`src/autoneg_partner_pkg.sv`:
```
package autoneg_partner_pkg;

  localparam int unsigned REG_W  = 16;
  localparam int unsigned ADDR_W = 5;

  // Management register addresses
  localparam logic [ADDR_W-1:0] ADDR_LP_ABILITY = 5'h05;
  localparam logic [ADDR_W-1:0] ADDR_EXPANSION  = 5'h06;

  // Partner ability field positions
  localparam int unsigned LPA_NEXT_PAGE   = 15;
  localparam int unsigned LPA_ACK         = 14;
  localparam int unsigned LPA_REMOTE_FLT  = 13;
  localparam int unsigned LPA_RSVD_HI     = 12;
  localparam int unsigned LPA_RSVD_LO     = 11;
  localparam int unsigned LPA_PAUSE       = 10;
  localparam int unsigned LPA_T4          = 9;
  localparam int unsigned LPA_FAST_FDX    = 8;
  localparam int unsigned LPA_FAST_HDX    = 7;
  localparam int unsigned LPA_TEN_FDX     = 6;
  localparam int unsigned LPA_TEN_HDX     = 5;
  localparam int unsigned LPA_SEL_HI      = 4;
  localparam int unsigned LPA_SEL_LO      = 0;
  localparam int unsigned SEL_W           = LPA_SEL_HI - LPA_SEL_LO + 1;

  // Expansion field positions
  localparam int unsigned EXP_PAR_FAULT   = 4;
  localparam int unsigned EXP_LP_NP_CAP   = 3;
  localparam int unsigned EXP_LOC_NP_CAP  = 2;
  localparam int unsigned EXP_PAGE_RX     = 1;
  localparam int unsigned EXP_LP_AN_CAP   = 0;

  // Reset and fixed values
  localparam logic [REG_W-1:0] REG_ZERO       = 16'h0000;
  localparam logic [SEL_W-1:0] SEL_RESET      = 5'h00;
  localparam logic             LOC_NP_CAP_VAL = 1'b0;

endpackage

```
`src/latched_high_flag.sv`:
```
`timescale 1ns/1ps
// Sticky flag: set by hardware, cleared by a management read; set wins
module latched_high_flag (
  input  wire logic i_core_clk,  // Core clock
  input  wire logic i_rst,       // Async reset, active high
  input  wire logic i_set,       // Set pulse from event source
  input  wire logic i_clr,       // Clear pulse on register read
  output logic      o_flag       // Latched flag
);

  // A set in the clear cycle must not be lost, so set has priority
  always_ff @(posedge i_core_clk or posedge i_rst) begin
    if (i_rst) begin
      o_flag <= 1'b0;
    end else if (i_set) begin
      o_flag <= 1'b1;
    end else if (i_clr) begin
      o_flag <= 1'b0;
    end
  end

endmodule

```
`src/autoneg_partner_status.sv`:
```
`timescale 1ns/1ps
// Partner ability and expansion status registers
module autoneg_partner_status (
  input  wire logic                                   i_core_clk,        // Core clock 200 MHz
  input  wire logic                                   i_rst,             // Async reset, high
  // Auto-negotiation engine side
  input  wire logic                                   i_page_valid,      // Base page received
  input  wire logic [autoneg_partner_pkg::REG_W-1:0]  i_page_word,       // Received code word
  input  wire logic                                   i_partner_an_cap,  // Partner does autoneg
  input  wire logic                                   i_par_fault,       // Parallel detect fault
  input  wire logic                                   i_link_restart,    // Clear partner data
  // Management register port
  input  wire logic                                   i_mgmt_rd,         // Read strobe
  input  wire logic                                   i_mgmt_wr,         // Write strobe
  input  wire logic [autoneg_partner_pkg::ADDR_W-1:0] i_mgmt_addr,       // Register address
  input  wire logic [autoneg_partner_pkg::REG_W-1:0]  i_mgmt_wdata,      // Write data
  output logic      [autoneg_partner_pkg::REG_W-1:0]  o_mgmt_rdata,      // Read data
  output logic                                        o_mgmt_rvalid,     // Read data valid
  output logic                                        o_mgmt_hit,        // Address mapped here
  // Status toward the PHY core
  output logic      [autoneg_partner_pkg::REG_W-1:0]  o_lp_ability,      // Partner abilities
  output logic                                        o_page_rx          // Page received flag
);
  import autoneg_partner_pkg::*;

  logic             partner_next_page_r;
  logic             partner_ack_r;
  logic             remote_fault_flag_r;
  logic             pause_capability_r;
  logic             t4_cap_r;
  logic             fast_full_duplex_cap_r;
  logic             fast_half_duplex_cap_r;
  logic             ten_full_duplex_cap_r;
  logic             ten_half_duplex_cap_r;
  logic [SEL_W-1:0] selector_r;
  logic             partner_autoneg_cap_r;
  logic             parallel_detect_fault;
  logic             page_rx_flag;
  logic             rd_lpa;
  logic             rd_exp;
  logic             wr_lpa;
  logic [REG_W-1:0] lpa_word;
  logic [REG_W-1:0] exp_word;
  logic [REG_W-1:0] rdata_nxt;

  // Address decode for the two registers
  assign rd_lpa = i_mgmt_rd && (i_mgmt_addr == ADDR_LP_ABILITY);
  assign rd_exp = i_mgmt_rd && (i_mgmt_addr == ADDR_EXPANSION);
  assign wr_lpa = i_mgmt_wr && (i_mgmt_addr == ADDR_LP_ABILITY);

  // Read-only partner fields load from each received base page
  always_ff @(posedge i_core_clk or posedge i_rst) begin
    if (i_rst) begin
      partner_next_page_r    <= 1'b0;
      partner_ack_r          <= 1'b0;
      remote_fault_flag_r    <= 1'b0;
      t4_cap_r               <= 1'b0;
      fast_full_duplex_cap_r <= 1'b0;
      fast_half_duplex_cap_r <= 1'b0;
      ten_full_duplex_cap_r  <= 1'b0;
      ten_half_duplex_cap_r  <= 1'b0;
      selector_r             <= SEL_RESET;
    end else if (i_link_restart) begin
      partner_next_page_r    <= 1'b0;
      partner_ack_r          <= 1'b0;
      remote_fault_flag_r    <= 1'b0;
      t4_cap_r               <= 1'b0;
      fast_full_duplex_cap_r <= 1'b0;
      fast_half_duplex_cap_r <= 1'b0;
      ten_full_duplex_cap_r  <= 1'b0;
      ten_half_duplex_cap_r  <= 1'b0;
      selector_r             <= SEL_RESET;
    end else if (i_page_valid) begin
      partner_next_page_r    <= i_page_word[LPA_NEXT_PAGE];
      partner_ack_r          <= i_page_word[LPA_ACK];
      remote_fault_flag_r    <= i_page_word[LPA_REMOTE_FLT];
      t4_cap_r               <= i_page_word[LPA_T4];
      fast_full_duplex_cap_r <= i_page_word[LPA_FAST_FDX];
      fast_half_duplex_cap_r <= i_page_word[LPA_FAST_HDX];
      ten_full_duplex_cap_r  <= i_page_word[LPA_TEN_FDX];
      ten_half_duplex_cap_r  <= i_page_word[LPA_TEN_HDX];
      selector_r             <= i_page_word[LPA_SEL_HI:LPA_SEL_LO];
    end
  end

  // Pause bit is writable; a fresh page overrides a write in the same cycle
  always_ff @(posedge i_core_clk or posedge i_rst) begin
    if (i_rst) begin
      pause_capability_r <= 1'b0;
    end else if (i_link_restart) begin
      pause_capability_r <= 1'b0;
    end else if (i_page_valid) begin
      pause_capability_r <= i_page_word[LPA_PAUSE];
    end else if (wr_lpa) begin
      pause_capability_r <= i_mgmt_wdata[LPA_PAUSE];
    end
  end

  // Partner autoneg ability tracks the engine's detection
  always_ff @(posedge i_core_clk or posedge i_rst) begin
    if (i_rst) begin
      partner_autoneg_cap_r <= 1'b0;
    end else begin
      partner_autoneg_cap_r <= i_partner_an_cap;
    end
  end

  // Parallel detection fault, cleared by reading the expansion register
  latched_high_flag u_par_fault (
    .i_core_clk (i_core_clk),
    .i_rst      (i_rst),
    .i_set      (i_par_fault),
    .i_clr      (rd_exp),
    .o_flag     (parallel_detect_fault)
  );

  // New page received, cleared by reading the expansion register
  latched_high_flag u_page_rx (
    .i_core_clk (i_core_clk),
    .i_rst      (i_rst),
    .i_set      (i_page_valid),
    .i_clr      (rd_exp),
    .o_flag     (page_rx_flag)
  );

  // Assemble partner word; reserved bits 12:11 read zero, writes dropped
  always_comb begin
    lpa_word                          = REG_ZERO;
    lpa_word[LPA_NEXT_PAGE]           = partner_next_page_r;
    lpa_word[LPA_ACK]                 = partner_ack_r;
    lpa_word[LPA_REMOTE_FLT]          = remote_fault_flag_r;
    lpa_word[LPA_PAUSE]               = pause_capability_r;
    lpa_word[LPA_T4]                  = t4_cap_r;
    lpa_word[LPA_FAST_FDX]            = fast_full_duplex_cap_r;
    lpa_word[LPA_FAST_HDX]            = fast_half_duplex_cap_r;
    lpa_word[LPA_TEN_FDX]             = ten_full_duplex_cap_r;
    lpa_word[LPA_TEN_HDX]             = ten_half_duplex_cap_r;
    lpa_word[LPA_SEL_HI:LPA_SEL_LO]   = selector_r;
  end

  // Assemble expansion word; local next page ability is hard zero
  always_comb begin
    exp_word                 = REG_ZERO;
    exp_word[EXP_PAR_FAULT]  = parallel_detect_fault;
    exp_word[EXP_LP_NP_CAP]  = partner_next_page_r;
    exp_word[EXP_LOC_NP_CAP] = LOC_NP_CAP_VAL;
    exp_word[EXP_PAGE_RX]    = page_rx_flag;
    exp_word[EXP_LP_AN_CAP]  = partner_autoneg_cap_r;
  end

  // Read mux; unmapped addresses return zero with hit low
  always_comb begin
    rdata_nxt = REG_ZERO;
    if (rd_lpa) begin
      rdata_nxt = lpa_word;
    end else if (rd_exp) begin
      rdata_nxt = exp_word;
    end
  end

  // Registered read answer, one cycle after the strobe; data holds until next read
  always_ff @(posedge i_core_clk or posedge i_rst) begin
    if (i_rst) begin
      o_mgmt_rdata  <= REG_ZERO;
      o_mgmt_rvalid <= 1'b0;
      o_mgmt_hit    <= 1'b0;
    end else begin
      o_mgmt_rvalid <= i_mgmt_rd;
      if (i_mgmt_rd) begin
        o_mgmt_rdata <= rdata_nxt;
        o_mgmt_hit   <= rd_lpa || rd_exp;
      end
    end
  end

  // Status copies for the rest of the PHY, straight from flops
  always_ff @(posedge i_core_clk or posedge i_rst) begin
    if (i_rst) begin
      o_lp_ability <= REG_ZERO;
      o_page_rx    <= 1'b0;
    end else begin
      o_lp_ability <= lpa_word;
      o_page_rx    <= page_rx_flag;
    end
  end

endmodule

```
`config.mk`:
```
export PLATFORM = sky130hd
export DESIGN_NAME = autoneg_partner_status
export DESIGN_NICKNAME = d
export VERILOG_FILES = /design/src/autoneg_partner_pkg.sv /design/src/latched_high_flag.sv /design/src/autoneg_partner_status.sv
export SDC_FILE = /design/constraint.sdc
export NUM_CORES = 1
export LEC_CHECK = 0
export ABC_AREA = 1
export BUFFER_PORTS_ARGS = -buffer_cell sky130_fd_sc_hd__buf_2
export CAP_MARGIN = 20
export CORE_MARGIN = 3
export CORE_UTILIZATION = 35
export DETAILED_ROUTE_END_ITERATION = 10
export HOLD_SLACK_MARGIN = 0.02
export SYNTH_ARGS = -nofsm -noshare
export SYNTH_HDL_FRONTEND = slang
export SYNTH_SLANG_ARGS = --single-unit
```
`constraint.sdc`:
```
create_clock -name i_core_clk -period 3.85 [get_ports i_core_clk]
set_clock_uncertainty 0.05 [all_clocks]
set_input_delay 0.385 -clock i_core_clk [delete_from_list [all_inputs] [get_ports i_core_clk]]
set_output_delay 0.385 -clock i_core_clk [all_outputs]
set_load 0.03 [all_outputs]
```
Yosys cells after proc, flatten, opt, wreduce, memory -nomap -nowiden
Index checks and enable logic that the tools add are counted.
- equal/unequal tests: 2
- reduce and logical (&&, ||, !) cells: 8
- mux-type cells: 26
- operators with widths (cell ; count):
    $mux 1 ; 22
    $mux 16 ; 1
    $mux 5 ; 3
    $eq 5x3->1 const B ; 2
    $reduce_bool 2->1 ; 3
    $logic_and 1x1->1 ; 3
    $reduce_bool 3->1 ; 1
    $logic_or 1x1->1 ; 1
- bits of input ports: 45
- word-level logic and storage cells: 54
- register bits: 50
- output and inout bits: 35

Longest topological paths before layout
- depth in word-level cells: 5
- depth in mapped cells: 6
- mapped depth without buffers: 6

Hierarchy
Synthesis repeated with hierarchy kept, for this count alone.
- cell total of the unflattened synthesis: 167
- area total of the unflattened synthesis: 1811.7 um2
- modules (own cells, without submodules) (module ; cells each ; area each (um2) ; times used ; seq. area each (um2)):
    autoneg_partner_status ; 155 ; 1724.2 ; 1 ; 1151.1
    latched_high_flag ; 6 ; 43.8 ; 2 ; 25.0

Least setup slack after synthesis
No wires, ideal clock.
- path kind: in2reg
- start point: input port i_mgmt_addr[3] (netlist bit)
- end point: register o_mgmt_rdata[10] (netlist bit)
- arrival: 0.950 ns
- cell stages on the path: 6
- library setup time: 0.074 ns
- slack: 2.776 ns
- buffers on the path: 1
- data required time: 3.726 ns
- path through: inv_1 nand2_2 nor2_4 nand3_2 buf_6 o21ai_2
- cells in the longest elaborated chain, start to end: 3
- RTL lines (what ; line ; text):
    start: declaration ; autoneg_partner_status.sv:15 ; input wire logic [autoneg_partner_pkg::ADDR_W-1:0] i_mgmt_addr,
    $eq 5x3->1 ; autoneg_partner_status.sv:47 ; assign rd_lpa = i_mgmt_rd && (i_mgmt_addr == ADDR_LP_ABILITY);
    $logic_and 1x1->1 ; autoneg_partner_status.sv:47 ;
    $mux 16 ; autoneg_partner_status.sv:154 ; if (rd_lpa) begin
    end signal: assignment ; autoneg_partner_status.sv:170 ; o_mgmt_rdata <= rdata_nxt;
    end: declaration ; autoneg_partner_status.sv:17 ; output logic [autoneg_partner_pkg::REG_W-1:0] o_mgmt_rdata,
No other way between the ends.
A chain may end at the register's enable or synchronous reset.

Worst setup path in the final report
- start point: register o_mgmt_rdata[3] (netlist bit)
- end point: output port o_mgmt_rdata[3] (netlist bit)
No word-level cell between the ends.

==> reports/results.ini <==
[run_status]
outcome=finished clean

[place]
gp_congestion=0.769
pre_cts_ws_ns=2.32
dp.cells=285
place_area_um2=2150
hpwl_mm=2.61
port_buffers=58

[clocking]
postCtsResizedCells=0
postCtsSetupBuffers=0
cts_tree=yes
clockBufferDepth=2
clkTransAtPathRegs_ns=0.08
cts_buffers=5
clock-sinks=48
clk_latency_ns=0.29
root_buffer=clkbuf_8
htree_levels=2

[sta]
finalHoldViolations=0
slew_headroom_pct=66.2
final-setup-viol-count=0
finalCritPeriodShare_pct=33.9
rsz0062_at_grt=false
tns_ns=0
whs_ns=0.151
drv_slew=0
worstMarginPinSlew_ns=0.506
min_period_ns=1.30
fmax_ghz=0.766
worst_slack_ns=2.55

[floorplanning]
die_height_um=78.1
dieArea_um2=6110
start_util_pct=37.3
pin_count=80
coreArea_um2=4880
die_w_um=78.1
row_count=25

[route]
met1_length_mm=1.71
via_per_inst=4.52
wl_met3_um=238
first_pass_iters=4
wl_per_cell_um=12.7
ant_nets=0
drc=0
dr_total_vias=1332
wirelength_mm=3.75
maxUsedRoutingLayer=met4
met2_length_mm=1.76
drtIter0Drc=106

[power_and_ir_drop]
p_leak_nw=1.21
ir_drop_uv=183
total_power_mw=0.932
power_density_nw_per_um2=410

[cells_and_area]
nets=272
diodes=0
most-common-layout-cells=buf_2, dfrtp_1, nand2_1
design_area_um2=2270
utilization_pct=46.5
drive_above_1_share_pct=37.7
finalNonFillerCells=295
areaGrowthSynthToFinish_pct=24.7
mostFrequentLayoutCell=buf_2

[critical_path]
start_kind=flip-flop
regToRegStartpoint=selector_r[1]
path_cells=buf_2
critPathTopFamily=flip-flops
end_kind=primary output
path_buf_inv=1
critPathMaxFanout=2
timing.critical_path.arrival_ns=0.87
critPathKind=reg -> out
critPathLaunch=o_mgmt_rdata[3]
worstPathRequired_ns=3.41
cp_slowest_cell=dfrtp_1
max_stage_delay_ns=0.40

[synthesis]
synth_top_family_by_area=simple AND/OR/NAND/NOR gates
synthCells=165
synthSimpleGateAreaFrac_pct=18.5
yosysSeqAreaShare_pct=65.9
muxShareOfSynthArea_pct=0
yosys_warnings=0
synth-adder-area-share_pct=0
synth_xor_area_share_pct=0
yosysUniqueCellTypes=18
synth_compound_area_share_pct=8.17
netlist_area_um2=1820
syn_avg_cell_area_um2=11.0
ys_ff_latch=48

[grt]
antenna_found_initial=0
grt_pass1_wl_mm=6.15
grt_usage_pct=13.1
grt_pass1_vias=1273
grt-ovfl-total=0
grt_max_degree=49

[worst_hold_path]
worstHoldPathType=in -> reg
min_from=i_partner_an_cap

[job]
drv_cap=0

## synth_stat cells
cell type  instances  area, µm²
dfrtp_1           48       1200
nand2_1           32        120
inv_1             18       67.6
nand3_1           16       80.1
o21ai_0           10       50.1
nand4_1            9       56.3
o21ai_2            9       78.8
buf_4              5       37.5
a21oi_1            4       20.0
nor2_4             3       33.8
buf_2              2       10.0
nand2_2            2       12.5
nand3_2            2       20.0
buf_6              1       11.3
conb_1             1       3.75
inv_2              1       3.75
nand2_4            1       11.3
nor2_1             1       3.75
## worst paths after layout
check / endpoint / slack [ns] / cells after the start
min in group asynchronous: o_mgmt_rvalid / 0.45 / 3
min: partner_autoneg_cap_r / 0.15 / 1
max: o_mgmt_rdata[3] / 2.55 / 1
min reg2reg: o_lp_ability[13] / 0.33 / 0
max in group asynchronous: u_par_fault.o_flag / 2.88 / 4
max reg2reg: o_mgmt_rdata[1] / 3.09 / 2
## worst reg2reg max path: stages, from the launching register on
cell	delay, ns
dfrtp_1	0.41
nand4_1	0.10
nand3_1	0.08
## report_power, final
group / internal, mW / leakage (nW) / switching, mW / total (mW)
clock: 0.143 / 0.0510 / 0.152 / 0.295
combinational: 0.0294 / 0.532 / 0.0746 / 0.104
sequential: 0.523 / 0.631 / 0.00855 / 0.532
## layer usage
metal  global-route usage (%)  vias up
met1                     18.0      631
met4                     5.42        0
met3                     3.90        2
li1                         -      654
met2                     19.4       45
met5                        0        -
## cell type report
type	count	area, µm²
Timing Repair Buffer	60	320
Multi-Input combinational cell	93	502
Sequential cell	48	1200
Clock inverter	2	10.0
Tap cell	67	83.8
Inverter	19	71.3
Fill cell	507	2610
Clock buffer	6	82.6
## sequential cells by signal, indices dropped and copies added, names as in the netlist
register                flops
o_lp_ability               14
o_mgmt_rdata               14
selector_r                  5
fast_full_duplex_cap_r      1
fast_half_duplex_cap_r      1
o_mgmt_hit                  1
o_mgmt_rvalid               1
o_page_rx                   1
partner_ack_r               1
partner_autoneg_cap_r       1
partner_next_page_r         1
pause_capability_r          1
remote_fault_flag_r         1
t4_cap_r                    1
ten_full_duplex_cap_r       1
ten_half_duplex_cap_r       1
u_page_rx.o_flag            1
u_par_fault.o_flag          1
## logic make-up after synthesis
group,after synthesis
buf+inv,27
flops,48
simple gates,66
other cells,1
compound gates,23
## timing repair
action | 4_1_cts | 5_1_grt
hold buffers | 0 | 1
hold endpoints to repair | 0 | 2
endpoints found under the setup margin | 0 | 0
(Power assumes the default switching activity.)
